--- config.mk ---
export PLATFORM = sky130hd
export DESIGN_NAME = zero_delay_program_sequencer
export DESIGN_NICKNAME = d
export VERILOG_FILES = /design/src/zd_seq_pkg.sv /design/src/lock_detect.sv /design/src/zero_delay_program_sequencer.sv
export SDC_FILE = /design/constraint.sdc
export NUM_CORES = 1
export LEC_CHECK = 0
export ABC_CLOCK_PERIOD_IN_PS = 14450
export BUFFER_PORTS_ARGS = -buffer_cell sky130_fd_sc_hd__buf_2
export CORE_MARGIN = 2
export CORE_UTILIZATION = 40
export CTS_CLUSTER_DIAMETER = 120
export DETAILED_ROUTE_END_ITERATION = 10
export GPL_ROUTABILITY_DRIVEN = 0
export GPL_TIMING_DRIVEN = 0
export HOLD_SLACK_MARGIN = 0.08
export SKIP_LAST_GASP = 1
export SYNTH_ARGS = -nofsm -noshare
export SYNTH_HDL_FRONTEND = slang
export SYNTH_HIERARCHICAL = 1
export SYNTH_SLANG_ARGS = --single-unit
--- constraint.sdc ---
create_clock -name clk_sys_i -period 14.45 [get_ports clk_sys_i]
set_input_delay 1.445 -clock clk_sys_i [delete_from_list [all_inputs] [get_ports clk_sys_i]]
set_output_delay 1.445 -clock clk_sys_i [all_outputs]
set_load 0.01 [all_outputs]
--- src/zd_seq_pkg.sv ---
package zd_seq_pkg;

  // ----------------------------------------------------------------
  // Serial word layout
  // ----------------------------------------------------------------
  localparam int WORD_BITS   = 32;
  localparam int ADDR_BITS   = 4;
  localparam int ADDR_LSB    = 0;
  localparam logic [3:0] REG_ZERO     = 4'h0;
  localparam logic [3:0] REG_FIVE     = 4'h5;
  localparam logic [3:0] REG_SIX      = 4'h6;
  localparam logic [3:0] REG_FOURTEEN = 4'hE;
  localparam logic [3:0] REG_FIFTEEN  = 4'hF;

  // Register zero fields
  localparam int R0_RESET_BIT    = 31;
  localparam int R0_CALREP_BIT   = 28;
  localparam int R0_ZDELAY_BIT   = 27;
  localparam int R0_FBSEL_LSB    = 25;
  // Channel register fields
  localparam int CH_EN_BIT       = 16;
  localparam int CH_DIV_LSB      = 8;
  // Register fourteen fields
  localparam int R14_GLOBAL_BIT  = 27;
  localparam int R14_LDSEL_LSB   = 20;
  localparam int R14_RDIV_LSB    = 8;
  // Register fifteen fields
  localparam int R15_GAIN_LSB    = 26;
  localparam int R15_POSTDIV_LSB = 22;
  localparam int R15_NDIV_LSB    = 4;

  // Reset values of all shadow registers
  localparam logic [31:0] RESET_WORD = 32'h0000_0000;

  // Feedback source encodings
  localparam logic [1:0] FB_CH_FIVE = 2'h0;
  localparam logic [1:0] FB_EXT     = 2'h1;
  localparam logic [1:0] FB_CH_SIX  = 2'h2;

  // Lock pin function select values
  localparam logic [3:0] LD_SEL_HIGH = 4'h3;
  localparam logic [3:0] LD_SEL_LOW  = 4'h4;

  // ----------------------------------------------------------------
  // Timing
  // ----------------------------------------------------------------
  localparam int CLK_PERIOD_NS   = 4;
  localparam int LOCK_WINDOW_NS  = 10;
  localparam int UNLOCK_NS       = 20;
  localparam int LOCK_CYCLES     = 5;
  localparam int LOCK_WIN_CYC    = LOCK_WINDOW_NS / CLK_PERIOD_NS;
  localparam int UNLOCK_CYC      = UNLOCK_NS / CLK_PERIOD_NS;
  localparam int CAL_TIME_US     = 2000;
  localparam int CAL_CYC_DEF     = CAL_TIME_US * 1000 / CLK_PERIOD_NS;

  // Decoded configuration that steers the loop
  typedef struct packed {
    logic        calib_report;
    logic        zero_delay;
    logic [1:0]  feedback_sel;
    logic        all_outputs_en;
    logic [3:0]  lock_sel;
    logic [11:0] ref_div;
    logic [2:0]  post_div;
    logic [17:0] fb_div;
  } loop_cfg_t;

endpackage : zd_seq_pkg

--- src/lock_detect.sv ---
`timescale 1ns/1ns
`default_nettype none
module lock_detect
  import zd_seq_pkg::*;
(
  // Clock and reset
  input  wire logic clk_sys_i,
  input  wire logic reset_i,
  // Phase comparison
  input  wire logic clear_i,
  input  wire logic ref_edge_i,
  input  wire logic fb_edge_i,
  // Result
  output logic      locked_o
);

  logic [7:0] err_q;
  logic       busy_q;
  logic [2:0] good_q;

  // ------------------------------------------------------------
  // Phase error measured from first edge to the other
  // ------------------------------------------------------------
  always_ff @(posedge clk_sys_i or posedge reset_i) begin
    if (reset_i) begin
      err_q  <= 8'h00;
      busy_q <= 1'b0;
      good_q <= 3'h0;
      locked_o <= 1'b0;
    end else if (clear_i) begin
      err_q  <= 8'h00;
      busy_q <= 1'b0;
      good_q <= 3'h0;
      locked_o <= 1'b0;
    end else if (ref_edge_i && fb_edge_i) begin
      // Coincident edges: zero error counts as a good cycle
      busy_q <= 1'b0;
      if (good_q == 3'(LOCK_CYCLES - 1)) begin
        locked_o <= 1'b1;
      end else begin
        good_q <= good_q + 3'h1;
      end
    end else if (ref_edge_i || fb_edge_i) begin
      if (busy_q) begin
        busy_q <= 1'b0;
        // A closing edge as late as the wide window must drop lock too,
        // otherwise an error of exactly one window plus a cycle slips by
        if (locked_o) begin
          if (err_q >= 8'(UNLOCK_CYC)) begin
            locked_o <= 1'b0;
            good_q   <= 3'h0;
          end
        end else if (err_q < 8'(LOCK_WIN_CYC)) begin
          if (good_q == 3'(LOCK_CYCLES - 1)) begin
            locked_o <= 1'b1;
          end else begin
            good_q <= good_q + 3'h1;
          end
        end else begin
          good_q <= 3'h0;
        end
      end else begin
        busy_q <= 1'b1;
        err_q  <= 8'h00;
      end
    end else if (busy_q) begin
      // Error longer than the wider window drops lock
      if (err_q != 8'hFF) begin
        err_q <= err_q + 8'h01;
      end
      if (locked_o && err_q >= 8'(UNLOCK_CYC)) begin
        locked_o <= 1'b0;
        good_q   <= 3'h0;
      end
      if (!locked_o && err_q >= 8'(LOCK_WIN_CYC)) begin
        good_q <= 3'h0;
      end
    end
  end

  a_unlock_wide: assert property (@(posedge clk_sys_i) disable iff (reset_i)
    (locked_o && busy_q && err_q >= 8'(UNLOCK_CYC) && !(ref_edge_i && fb_edge_i)
     && !clear_i) |=> !locked_o)
    else $error("lock held past unlock window");

endmodule : lock_detect
`default_nettype wire

--- src/zero_delay_program_sequencer.sv ---
`timescale 1ns/1ns
`default_nettype none
module zero_delay_program_sequencer
  import zd_seq_pkg::*;
#(
  parameter int CAL_CYCLES = CAL_CYC_DEF
) (
  // Clock and reset
  input  wire logic        clk_sys_i,
  input  wire logic        reset_i,
  // Serial programming link
  input  wire logic        ser_clk_i,
  input  wire logic        ser_data_i,
  input  wire logic        ser_latch_i,
  // Loop edges and output control
  input  wire logic        ref_edge_i,
  input  wire logic        channel_five_edge_i,
  input  wire logic        channel_six_edge_i,
  input  wire logic        ext_fb_edge_i,
  input  wire logic        global_output_enable_pin_i,
  // Status and decoded settings
  output logic             lock_indicator_pin_o,
  output logic             calibrating_o,
  output loop_cfg_t        loop_cfg_o,
  output logic [17:0]      fb_divide_o,
  output logic [6:0]       channel_output_enable_o,
  output logic [6:0]       channel_gated_enable_o
);

  // ----------------------------------------------------------------
  // Pin synchronisers
  // ----------------------------------------------------------------
  logic [2:0] sync1_q;
  logic [2:0] sync2_q;
  logic       ser_clk_prev_q;
  logic       ser_latch_prev_q;

  // Two flops before any logic looks at the link pins
  always_ff @(posedge clk_sys_i or posedge reset_i) begin
    if (reset_i) begin
      sync1_q <= 3'h4;
      sync2_q <= 3'h4;
      ser_clk_prev_q   <= 1'b0;
      ser_latch_prev_q <= 1'b1;
    end else begin
      sync1_q <= {ser_latch_i, ser_clk_i, ser_data_i};
      sync2_q <= sync1_q;
      ser_clk_prev_q   <= sync2_q[1];
      ser_latch_prev_q <= sync2_q[2];
    end
  end

  logic clk_rise;
  logic latch_rise;
  assign clk_rise   = sync2_q[1] && !ser_clk_prev_q;
  assign latch_rise = sync2_q[2] && !ser_latch_prev_q;

  // ----------------------------------------------------------------
  // Shift register and word latch
  // ----------------------------------------------------------------
  logic [31:0] shift_q;

  // Bits enter MSB first while the latch line is low
  always_ff @(posedge clk_sys_i or posedge reset_i) begin
    if (reset_i) begin
      shift_q <= RESET_WORD;
    end else if (clk_rise && !sync2_q[2]) begin
      shift_q <= {shift_q[30:0], sync2_q[0]};
    end
  end

  logic [3:0] waddr;
  logic       wstrobe;
  logic       soft_reset;
  assign waddr      = shift_q[ADDR_LSB +: ADDR_BITS];
  assign wstrobe    = latch_rise;
  assign soft_reset = wstrobe && waddr == REG_ZERO && shift_q[R0_RESET_BIT];

  // Shadow storage: 16 words addressed by the low address nibble
  logic [31:0] regs_q [16];

  // Reset word restores every register and drops the rest of itself
  always_ff @(posedge clk_sys_i or posedge reset_i) begin
    if (reset_i) begin
      for (int i = 0; i < 16; i++) begin
        regs_q[i] <= RESET_WORD;
      end
    end else if (soft_reset) begin
      for (int i = 0; i < 16; i++) begin
        regs_q[i] <= RESET_WORD;
      end
    end else if (wstrobe) begin
      regs_q[waddr] <= shift_q;
    end
  end

  // ----------------------------------------------------------------
  // Field decode
  // ----------------------------------------------------------------
  loop_cfg_t cfg;
  always_comb begin
    cfg.calib_report   = regs_q[REG_ZERO][R0_CALREP_BIT];
    cfg.zero_delay     = regs_q[REG_ZERO][R0_ZDELAY_BIT];
    cfg.feedback_sel   = regs_q[REG_ZERO][R0_FBSEL_LSB +: 2];
    cfg.all_outputs_en = regs_q[REG_FOURTEEN][R14_GLOBAL_BIT];
    cfg.lock_sel       = regs_q[REG_FOURTEEN][R14_LDSEL_LSB +: 4];
    cfg.ref_div        = regs_q[REG_FOURTEEN][R14_RDIV_LSB +: 12];
    cfg.post_div       = regs_q[REG_FIFTEEN][R15_POSTDIV_LSB +: 3];
    cfg.fb_div         = regs_q[REG_FIFTEEN][R15_NDIV_LSB +: 18];
  end

  // Channel enables; output gating follows the pin with no clocking
  // so a rising pin may clip a runt pulse at the output.
  always_comb begin
    for (int c = 0; c < 7; c++) begin
      channel_output_enable_o[c] = regs_q[c][CH_EN_BIT];
      channel_gated_enable_o[c]  = regs_q[c][CH_EN_BIT] && cfg.all_outputs_en
                                   && global_output_enable_pin_i;
    end
  end

  // Selected feedback channel divide value
  logic [7:0] fb_ch_div;
  logic       fb_edge;
  always_comb begin
    unique case (cfg.feedback_sel)
      FB_CH_FIVE: begin
        fb_ch_div = regs_q[REG_FIVE][CH_DIV_LSB +: 8];
        fb_edge   = channel_five_edge_i;
      end
      FB_CH_SIX: begin
        fb_ch_div = regs_q[REG_SIX][CH_DIV_LSB +: 8];
        fb_edge   = channel_six_edge_i;
      end
      default: begin
        fb_ch_div = 8'h01;
        fb_edge   = ext_fb_edge_i;
      end
    endcase
  end

  // Feedback divide composition by mode
  always_ff @(posedge clk_sys_i or posedge reset_i) begin
    if (reset_i) begin
      fb_divide_o <= 18'h00000;
    end else if (cfg.zero_delay) begin
      fb_divide_o <= 18'(cfg.post_div * fb_ch_div * cfg.fb_div);
    end else begin
      fb_divide_o <= 18'(cfg.fb_div * cfg.post_div);
    end
  end

  always_ff @(posedge clk_sys_i or posedge reset_i) begin
    if (reset_i) begin
      loop_cfg_o <= '0;
    end else begin
      loop_cfg_o <= cfg;
    end
  end

  // ----------------------------------------------------------------
  // Frequency calibration timer
  // ----------------------------------------------------------------
  logic [31:0] cal_cnt_q;
  logic        cal_done_q;
  logic        r15_write;
  assign r15_write = wstrobe && !soft_reset && waddr == REG_FIFTEEN;

  // A fresh register fifteen outside zero-delay restarts calibration
  always_ff @(posedge clk_sys_i or posedge reset_i) begin
    if (reset_i) begin
      cal_cnt_q     <= 32'h0000_0000;
      calibrating_o <= 1'b0;
      cal_done_q    <= 1'b0;
    end else if (soft_reset) begin
      cal_cnt_q     <= 32'h0000_0000;
      calibrating_o <= 1'b0;
      cal_done_q    <= 1'b0;
    end else if (r15_write && !cfg.zero_delay) begin
      cal_cnt_q     <= 32'(CAL_CYCLES - 1);
      calibrating_o <= 1'b1;
      cal_done_q    <= 1'b0;
    end else if (calibrating_o) begin
      if (cal_cnt_q == 32'h0000_0000) begin
        calibrating_o <= 1'b0;
        cal_done_q    <= 1'b1;
      end else begin
        cal_cnt_q <= cal_cnt_q - 32'h0000_0001;
      end
    end
  end

  // ----------------------------------------------------------------
  // Digital lock detect
  // ----------------------------------------------------------------
  logic locked;
  lock_detect u_lock (
    .clk_sys_i  (clk_sys_i),
    .reset_i    (reset_i),
    .clear_i    (r15_write || soft_reset || calibrating_o),
    .ref_edge_i (ref_edge_i),
    .fb_edge_i  (fb_edge),
    .locked_o   (locked)
  );

  // ----------------------------------------------------------------
  // Lock pin function
  // ----------------------------------------------------------------
  logic sel_ld;
  logic show_cal;
  logic status;
  assign sel_ld   = cfg.lock_sel == LD_SEL_HIGH || cfg.lock_sel == LD_SEL_LOW;
  assign show_cal = cfg.calib_report && !cfg.zero_delay && sel_ld;
  assign status   = show_cal ? cal_done_q : locked;

  // Select 3 is active high, select 4 inverts; other codes hold low
  always_ff @(posedge clk_sys_i or posedge reset_i) begin
    if (reset_i) begin
      lock_indicator_pin_o <= 1'b0;
    end else if (cfg.lock_sel == LD_SEL_HIGH) begin
      lock_indicator_pin_o <= status;
    end else if (cfg.lock_sel == LD_SEL_LOW) begin
      lock_indicator_pin_o <= !status;
    end else begin
      lock_indicator_pin_o <= 1'b0;
    end
  end

  a_cal_start: assert property (@(posedge clk_sys_i) disable iff (reset_i)
    (r15_write && !cfg.zero_delay) |=> calibrating_o && !cal_done_q)
    else $error("calibration did not start");
  a_zd_no_cal: assert property (@(posedge clk_sys_i) disable iff (reset_i)
    (r15_write && cfg.zero_delay && !calibrating_o) |=> !calibrating_o)
    else $error("calibration started in zero-delay mode");
  a_reset_word: assert property (@(posedge clk_sys_i) disable iff (reset_i)
    soft_reset |=> regs_q[REG_ZERO] == RESET_WORD && regs_q[REG_FIFTEEN] == RESET_WORD)
    else $error("reset word did not clear registers");
  a_cal_report: assert property (@(posedge clk_sys_i) disable iff (reset_i)
    (show_cal && cfg.lock_sel == LD_SEL_HIGH) |=> lock_indicator_pin_o == $past(cal_done_q))
    else $error("lock pin not showing calibration done");
  a_ld_high: assert property (@(posedge clk_sys_i) disable iff (reset_i)
    (cfg.zero_delay && cfg.lock_sel == LD_SEL_HIGH) |=> lock_indicator_pin_o == $past(locked))
    else $error("active high lock indication wrong");
  a_ld_low: assert property (@(posedge clk_sys_i) disable iff (reset_i)
    (cfg.zero_delay && cfg.lock_sel == LD_SEL_LOW) |=> lock_indicator_pin_o != $past(locked))
    else $error("active low lock indication wrong");
  a_fb_select: assert property (@(posedge clk_sys_i) disable iff (reset_i)
    cfg.feedback_sel == FB_CH_SIX |-> fb_ch_div == regs_q[REG_SIX][CH_DIV_LSB +: 8])
    else $error("feedback channel six not selected");
  a_shift_in: assert property (@(posedge clk_sys_i) disable iff (reset_i)
    (clk_rise && !sync2_q[2]) |=> shift_q[0] == $past(sync2_q[0]))
    else $error("serial bit not shifted in");
  a_div_plain: assert property (@(posedge clk_sys_i) disable iff (reset_i)
    (!cfg.zero_delay ##1 !cfg.zero_delay && $stable(cfg.fb_div) && $stable(cfg.post_div))
    |-> fb_divide_o == 18'(cfg.fb_div * cfg.post_div))
    else $error("plain feedback divide wrong");
  a_gate_async: assert property (@(posedge clk_sys_i) disable iff (reset_i)
    !global_output_enable_pin_i |-> channel_gated_enable_o == 7'h00)
    else $error("outputs not gated by enable pin");

endmodule : zero_delay_program_sequencer
`default_nettype wire

# After elaboration in Yosys (flattened, before gate mapping)
# Cells that the tools add are included.
# word_totals
reg_bits	660
in_bits	10
out_inout_bits	76
wordCells	172
# op_classes
n_addsub	3
mul	3
order_cmp	5
n_eq_ne	11
mux	55
bitwise_logic	1
n_reduce_logical	56
# ops
cell	count
512-bit 2-to-1 mux	2
512-bit bitwise mux	1
32-bit 2-to-1 mux	5
32-bit demux with 4-bit select	1
8-bit 2-to-1 mux	6
3-bit 2-to-1 mux	11
32-bit zero test	1
32-bit by 1-bit subtractor with 32-bit output (second input constant)	1
1-bit logical AND	28
1-bit 2-to-1 mux	26
11-bit by 18-bit multiplier with 18-bit output	1
18-bit by 3-bit multiplier with 18-bit output	1
18-bit 2-to-1 mux	1
3-bit nonzero test	6
8-bit one-hot mux with 2 select lines	1
3-bit by 8-bit multiplier with 11-bit output	1
8-bit by 1-bit adder with 8-bit output (second input constant)	1
8-bit by 2-bit >= comparator with 1-bit output (second input constant)	1
8-bit by 3-bit >= comparator with 1-bit output (second input constant)	1
8-bit by 2-bit less-than comparator with 1-bit output (second input constant)	1
8-bit != test (second input constant)	1
1-bit zero test	7
3-bit by 2-bit != test with 1-bit output (second input constant)	2
3-bit AND reduction	2
21 further kinds	25

# Longest topological paths before layout
# depth
ltp_word	11
depth_mapped	32
mapped_depth_nobuf	31

# Cells and area by module
# Netlist, hierarchy kept.
# by_module_without_submodules
mod	instances	cells_each	area_per_inst_um2	seq_area_each_um2
zero_delay_program_sequencer	1	1337	13571.8	5008.6
lock_detect	1	100	889.6	325.3

# Least setup slack after synthesis
# Ideal clock, no wire load.
# synth_timing
path_kind	reg-to-reg
start	register regs_q, in the netlist cfg[20]
end	register fb_divide_o[16]
setup_time_ns	0.126
arrival_time_ns	7.320
required_ns	14.324
setup_slack_ns	7.004
stages_incl_launch_ff	28
n_path_buf	1
synth_period_minus_slack_ns	7.446
cell_sequence	dfrtp_1 -> clkbuf_1 -> nor2b_1 -> nand2_1 -> fa_1 -> inv_1 -> ha_1 -> a211o_1 -> a21o_1 -> a2111oi_0 -> nor3_1 -> xor2_1 -> and2_1 -> fa_1 -> fa_1 -> fa_1 -> fa_1 -> inv_1 -> fa_1 -> inv_1 -> ha_1 -> inv_1 -> nor2_1 -> a31o_2 -> a211oi_1 -> o31ai_1 -> xnor2_1 -> mux2i_1
# synth_via
elab_chain_cells	3
word_cells_on_any_way	4
cone_classes	mul (3); mux (1)
# synth_lines
item	line	text
start, declared	zero_delay_program_sequencer.sv:80	logic [31:0] regs_q [16];
start signal, assigned by index	zero_delay_program_sequencer.sv:93	regs_q[waddr] <= shift_q;
3-bit by 8-bit multiplier with 11-bit output	zero_delay_program_sequencer.sv:147	fb_divide_o <= 18'(cfg.post_div * fb_ch_div * cfg.fb_div);
11-bit by 18-bit multiplier with 18-bit output	zero_delay_program_sequencer.sv:147	
18-bit 2-to-1 mux (*)	zero_delay_program_sequencer.sv:146	end else if (cfg.zero_delay) begin
end signal, assigned	zero_delay_program_sequencer.sv:147	
end signal, assigned	zero_delay_program_sequencer.sv:149	fb_divide_o <= 18'(cfg.fb_div * cfg.post_div);
end, declared	zero_delay_program_sequencer.sv:25	output logic [17:0] fb_divide_o,
# Every way passes the cells marked *; elsewhere a longest branch is shown, timed or not.
# A chain may end at the register's enable or synchronous reset.

# Worst setup path after layout
# layout_timing
start	register regs_q, in the netlist cfg[39]
end	register fb_divide_o[17]
# layout_via
elab_chain_cells	5
word_cells_on_any_way	6
cone_classes	mul (2); eq/ne (1); mux (2); reduce/logical (1)
# layout_lines
item	line	text
2-bit equality test / 2-bit zero test (equally long branches)	zero_delay_program_sequencer.sv:126	unique case (cfg.feedback_sel)
8-bit one-hot mux with 2 select lines (*)	zero_delay_program_sequencer.sv:126	
3-bit by 8-bit multiplier with 11-bit output (*)	zero_delay_program_sequencer.sv:147	
11-bit by 18-bit multiplier with 18-bit output (*)	zero_delay_program_sequencer.sv:147	
18-bit 2-to-1 mux (*)	zero_delay_program_sequencer.sv:146	
# Marked as above.

==> flow_metrics.py <==
metrics = {
    "route": {
        "wl_mm": 34.3,
        "postRouteAntennaNets": 0,
        "drc": 0,
        "vias": 10300,
        "wl_per_cell_um": 16.9,
        "initialDrtViolationCount": 466,
        "via_per_inst": 5.08,
        "dr.pass1.iters": 5,
    },
    "clocking": {
        "cts.sinks": 213,
        "cts_tree": "yes",
        "cts-root-buf": "clkbuf_16",
        "numCtsBuffers": 25,
        "hold_buffers": 0,
        "clk_latency_ns": 0.55,
        "path_clk_slew_ns": 0.06,
        "htreeDepth": 1,
        "cts_max_path_buffers": 3,
        "cts_setup_buffers": 0,
        "cts.repair.resized": 0,
    },
    "setup_path": {
        "critPathMaxStageDelay_ns": 0.69,
        "start_kind": "register",
        "critPathCaptureType": "register",
        "critPathBufInv": 4,
        "worstPathArrival_ns": 9.42,
        "path_common_cell": "fa_1",
        "cpMaxStageDelayCell": "xnor2_1",
        "cp_top_family": "adder cells",
        "path_max_fanout": 10,
        "worstSetupPathType": "reg2reg",
        "cp.required_ns": 14.86,
    },
    "final_layout": {
        "area_growth_pct": 12.8,
        "nets": 1744,
        "n_antenna_cell": 0,
        "fin_cells": 2029,
        "layout-drive-gt1-share_pct": 12.8,
        "regArea_um2": 5330,
        "multiInputGateArea_um2": 8130,
        "final_area_um2": 16300,
        "num-fill-cells": 3376,
    },
    "pwr": {
        "p_leak_nw": 8.22,
        "power_w": 0.00159,
        "power_density_nw_per_um2": 97.7,
        "max-vdd-ir-drop_mv": 0.0794,
    },
    "sta": {
        "hold_viol": 0,
        "drv_slew": 0,
        "max_slew.worst_pin.slew_ns": 1.22,
        "relSlewSlack_pct": 18.2,
        "fin_crit_sh_pct": 62.4,
        "skew_ns": 0.0142,
        "setup_viol": 0,
        "fin_ws_ns": 5.43,
        "finalSetupTns_ns": 0,
        "max_freq_ghz": 0.111,
        "min_period_ns": 9.02,
        "rsz0062_at_grt": "no",
    },
    "floorplanning": {
        "die_area_um2": 37700,
        "ioPinCount": 86,
        "initial_utilization_pct": 40.7,
        "die_h_um": 194,
        "die_x_um": 194,
        "fp.coreArea_um2": 35600,
        "rows": 69,
    },
    "global_routing": {
        "grt_start_max_net_pins": 124,
        "grt_pass1_wl_mm": 56.7,
        "grt_pass1_vias": 10700,
        "antenna_found_initial": 0,
        "grt-ovfl-total": 0,
        "track_usage_pct": 18.6,
    },
    "place": {
        "port_buffers": 85,
        "place_hpwl_mm": 25.5,
        "place_inst": 1984,
        "pre_cts_slack_ns": 5.50,
        "place_area_um2": 15500,
    },
    "synth": {
        "ys.flop_type": "dfrtp_1",
        "ys_seq_area_share_pct": 36.9,
        "synth_edf_count": 0,
        "synthArstFlopShare_pct": 100,
        "synth_nets": 1631,
        "avgSynthCellArea_um2": 10.1,
        "syn-instance-count": 1437,
        "yosys_warnings": 6,
        "yosysUniqueCellTypes": 68,
        "syn_area_um2": 14500,
        "synth-seq-cells": 213,
    },
    "run_status": {
        "status": "complete, no violations",
    },
    "hold_path": {
        "holdCritPathClass": "reg2reg",
    },
    "flow_run": {
        "cap_violations": 0,
    },
}
per-layer routing:
layer | track usage (%) | vias to the layer above | share of wire (%)
met5 | 0 | - | 0
met2 | 30.2 | 245 | 46
met4 | 6.73 | 0 | 3.4
li1 | - | 4913 | -
met1 | 25.6 | 5083 | 46
met3 | 2.63 | 60 | 4.5
kinds of logic (layout without fill, tap and decap cells):
| group | count (synthesis) | after routing | share of synthesized area [%] |
|---|---|---|---|
| buf+inv | 252 | 383 | 6.91 |
| compound gates | 211 | 211 | 10.1 |
| xor+xnor | 78 | 78 | 5.01 |
| mux | 47 | 47 | 3.59 |
| fa+ha+maj | 184 | 184 | 21.9 |
| flops | 213 | 213 | 36.9 |
| simple gates | 452 | 452 | 15.6 |
layout by cell type (no fill, tap or decap), types with 8 or more instances in the layout:
cell,count
a211oi_1,8
a21o_1,10
a21oi_1,48
a22o_1,57
and2_1,77
and3_1,9
buf_2,86
buf_4,8
clkbuf_1,54
clkbuf_16,25
dfrtp_1,210
fa_1,116
ha_1,68
inv_1,186
mux2_2,39
mux2i_1,8
nand2_1,166
nand2b_1,24
nand3_1,14
nor2_1,65
nor2b_1,18
nor3_1,25
nor4_1,10
o21ai_0,42
or3_1,16
xnor2_1,54
xor2_1,21
worst paths after layout:
path | end | slack (ns) | from | depth (start not counted)
setup / recovery | fb_divide_o[17] | 5.43 | cfg[39] | 29
hold / removal | sync2_q[0] | 0.35 | sync1_q[0] | 0
setup reg to reg | fb_divide_o[17] | 5.43 | cfg[39] | 29
hold reg to reg | sync2_q[0] | 0.35 | sync1_q[0] | 0
max in group asynchronous | loop_cfg_o[15] | 12.49 | reset_i | 3
min in group asynchronous | cal_cnt_q[22] | 0.97 | reset_i | 2
metrics by stage:
step / hold slack (ns) / utilization, %
global route: 0.363 / 45.9
detailed placement: 0.335 / 43.6
global placement: 0.333 / 43.5
floorplan: 0.331 / -
CTS: 0.349 / 45.9
finish: 0.347 / 45.9
cell usage after synthesis (all sizes together) (8+ instances only):
master | number | area, µm²
xnor2 | 54 | 473
and3 | 9 | 56.3
nand3 | 14 | 70.1
fa | 116 | 2320
buf | 16 | 114
and2 | 77 | 482
a21o | 10 | 75.1
mux2 | 39 | 439
nor3 | 26 | 135
clkbuf | 48 | 180
ha | 68 | 851
or3 | 16 | 100
nand2b | 24 | 150
dfrtp | 210 | 5260
a21oi | 48 | 240
mux2i | 8 | 80.1
nand2 | 167 | 629
nor2 | 68 | 268
nor2b | 18 | 113
xor2 | 21 | 184
o21ai | 46 | 230
a22o | 57 | 499
nor4 | 10 | 62.6
a211oi | 8 | 60.1
inv | 187 | 702
cell type report:
cell class                 instances  share of cell area (%)
multi-input combinational        972                    49.8
timing repair buffer              86                    2.78
clock buffer                      33                    4.14
inverter                         188                    4.37
buffer                            64                    1.80
clock inverter                    12                   0.874
sequential                       213                    32.7
tap                              461                    3.54
power breakdown:
part           total (W)  leakage (nW)  switching (W)  internal (W)
clock           0.000631         0.401       0.000262      0.000370
sequential      0.000714          2.92      0.0000602      0.000653
combinational   0.000250          4.90       0.000142      0.000108
flip-flops by register name (all words and copies together) (netlist names), 3 cells and up:
| name | count |
|---|---|
| u_lock/err_q | 8 |
| regs_q | 16 |
| channel_output_enable_o | 7 |
| fb_divide_o | 18 |
| u_lock/good_q | 3 |
| loop_cfg_o | 42 |
| sync2_q | 3 |
| sync1_q | 3 |
| cfg | 42 |
| shift_q | 32 |
| cal_cnt_q | 32 |
(Power assumes the default switching activity.)
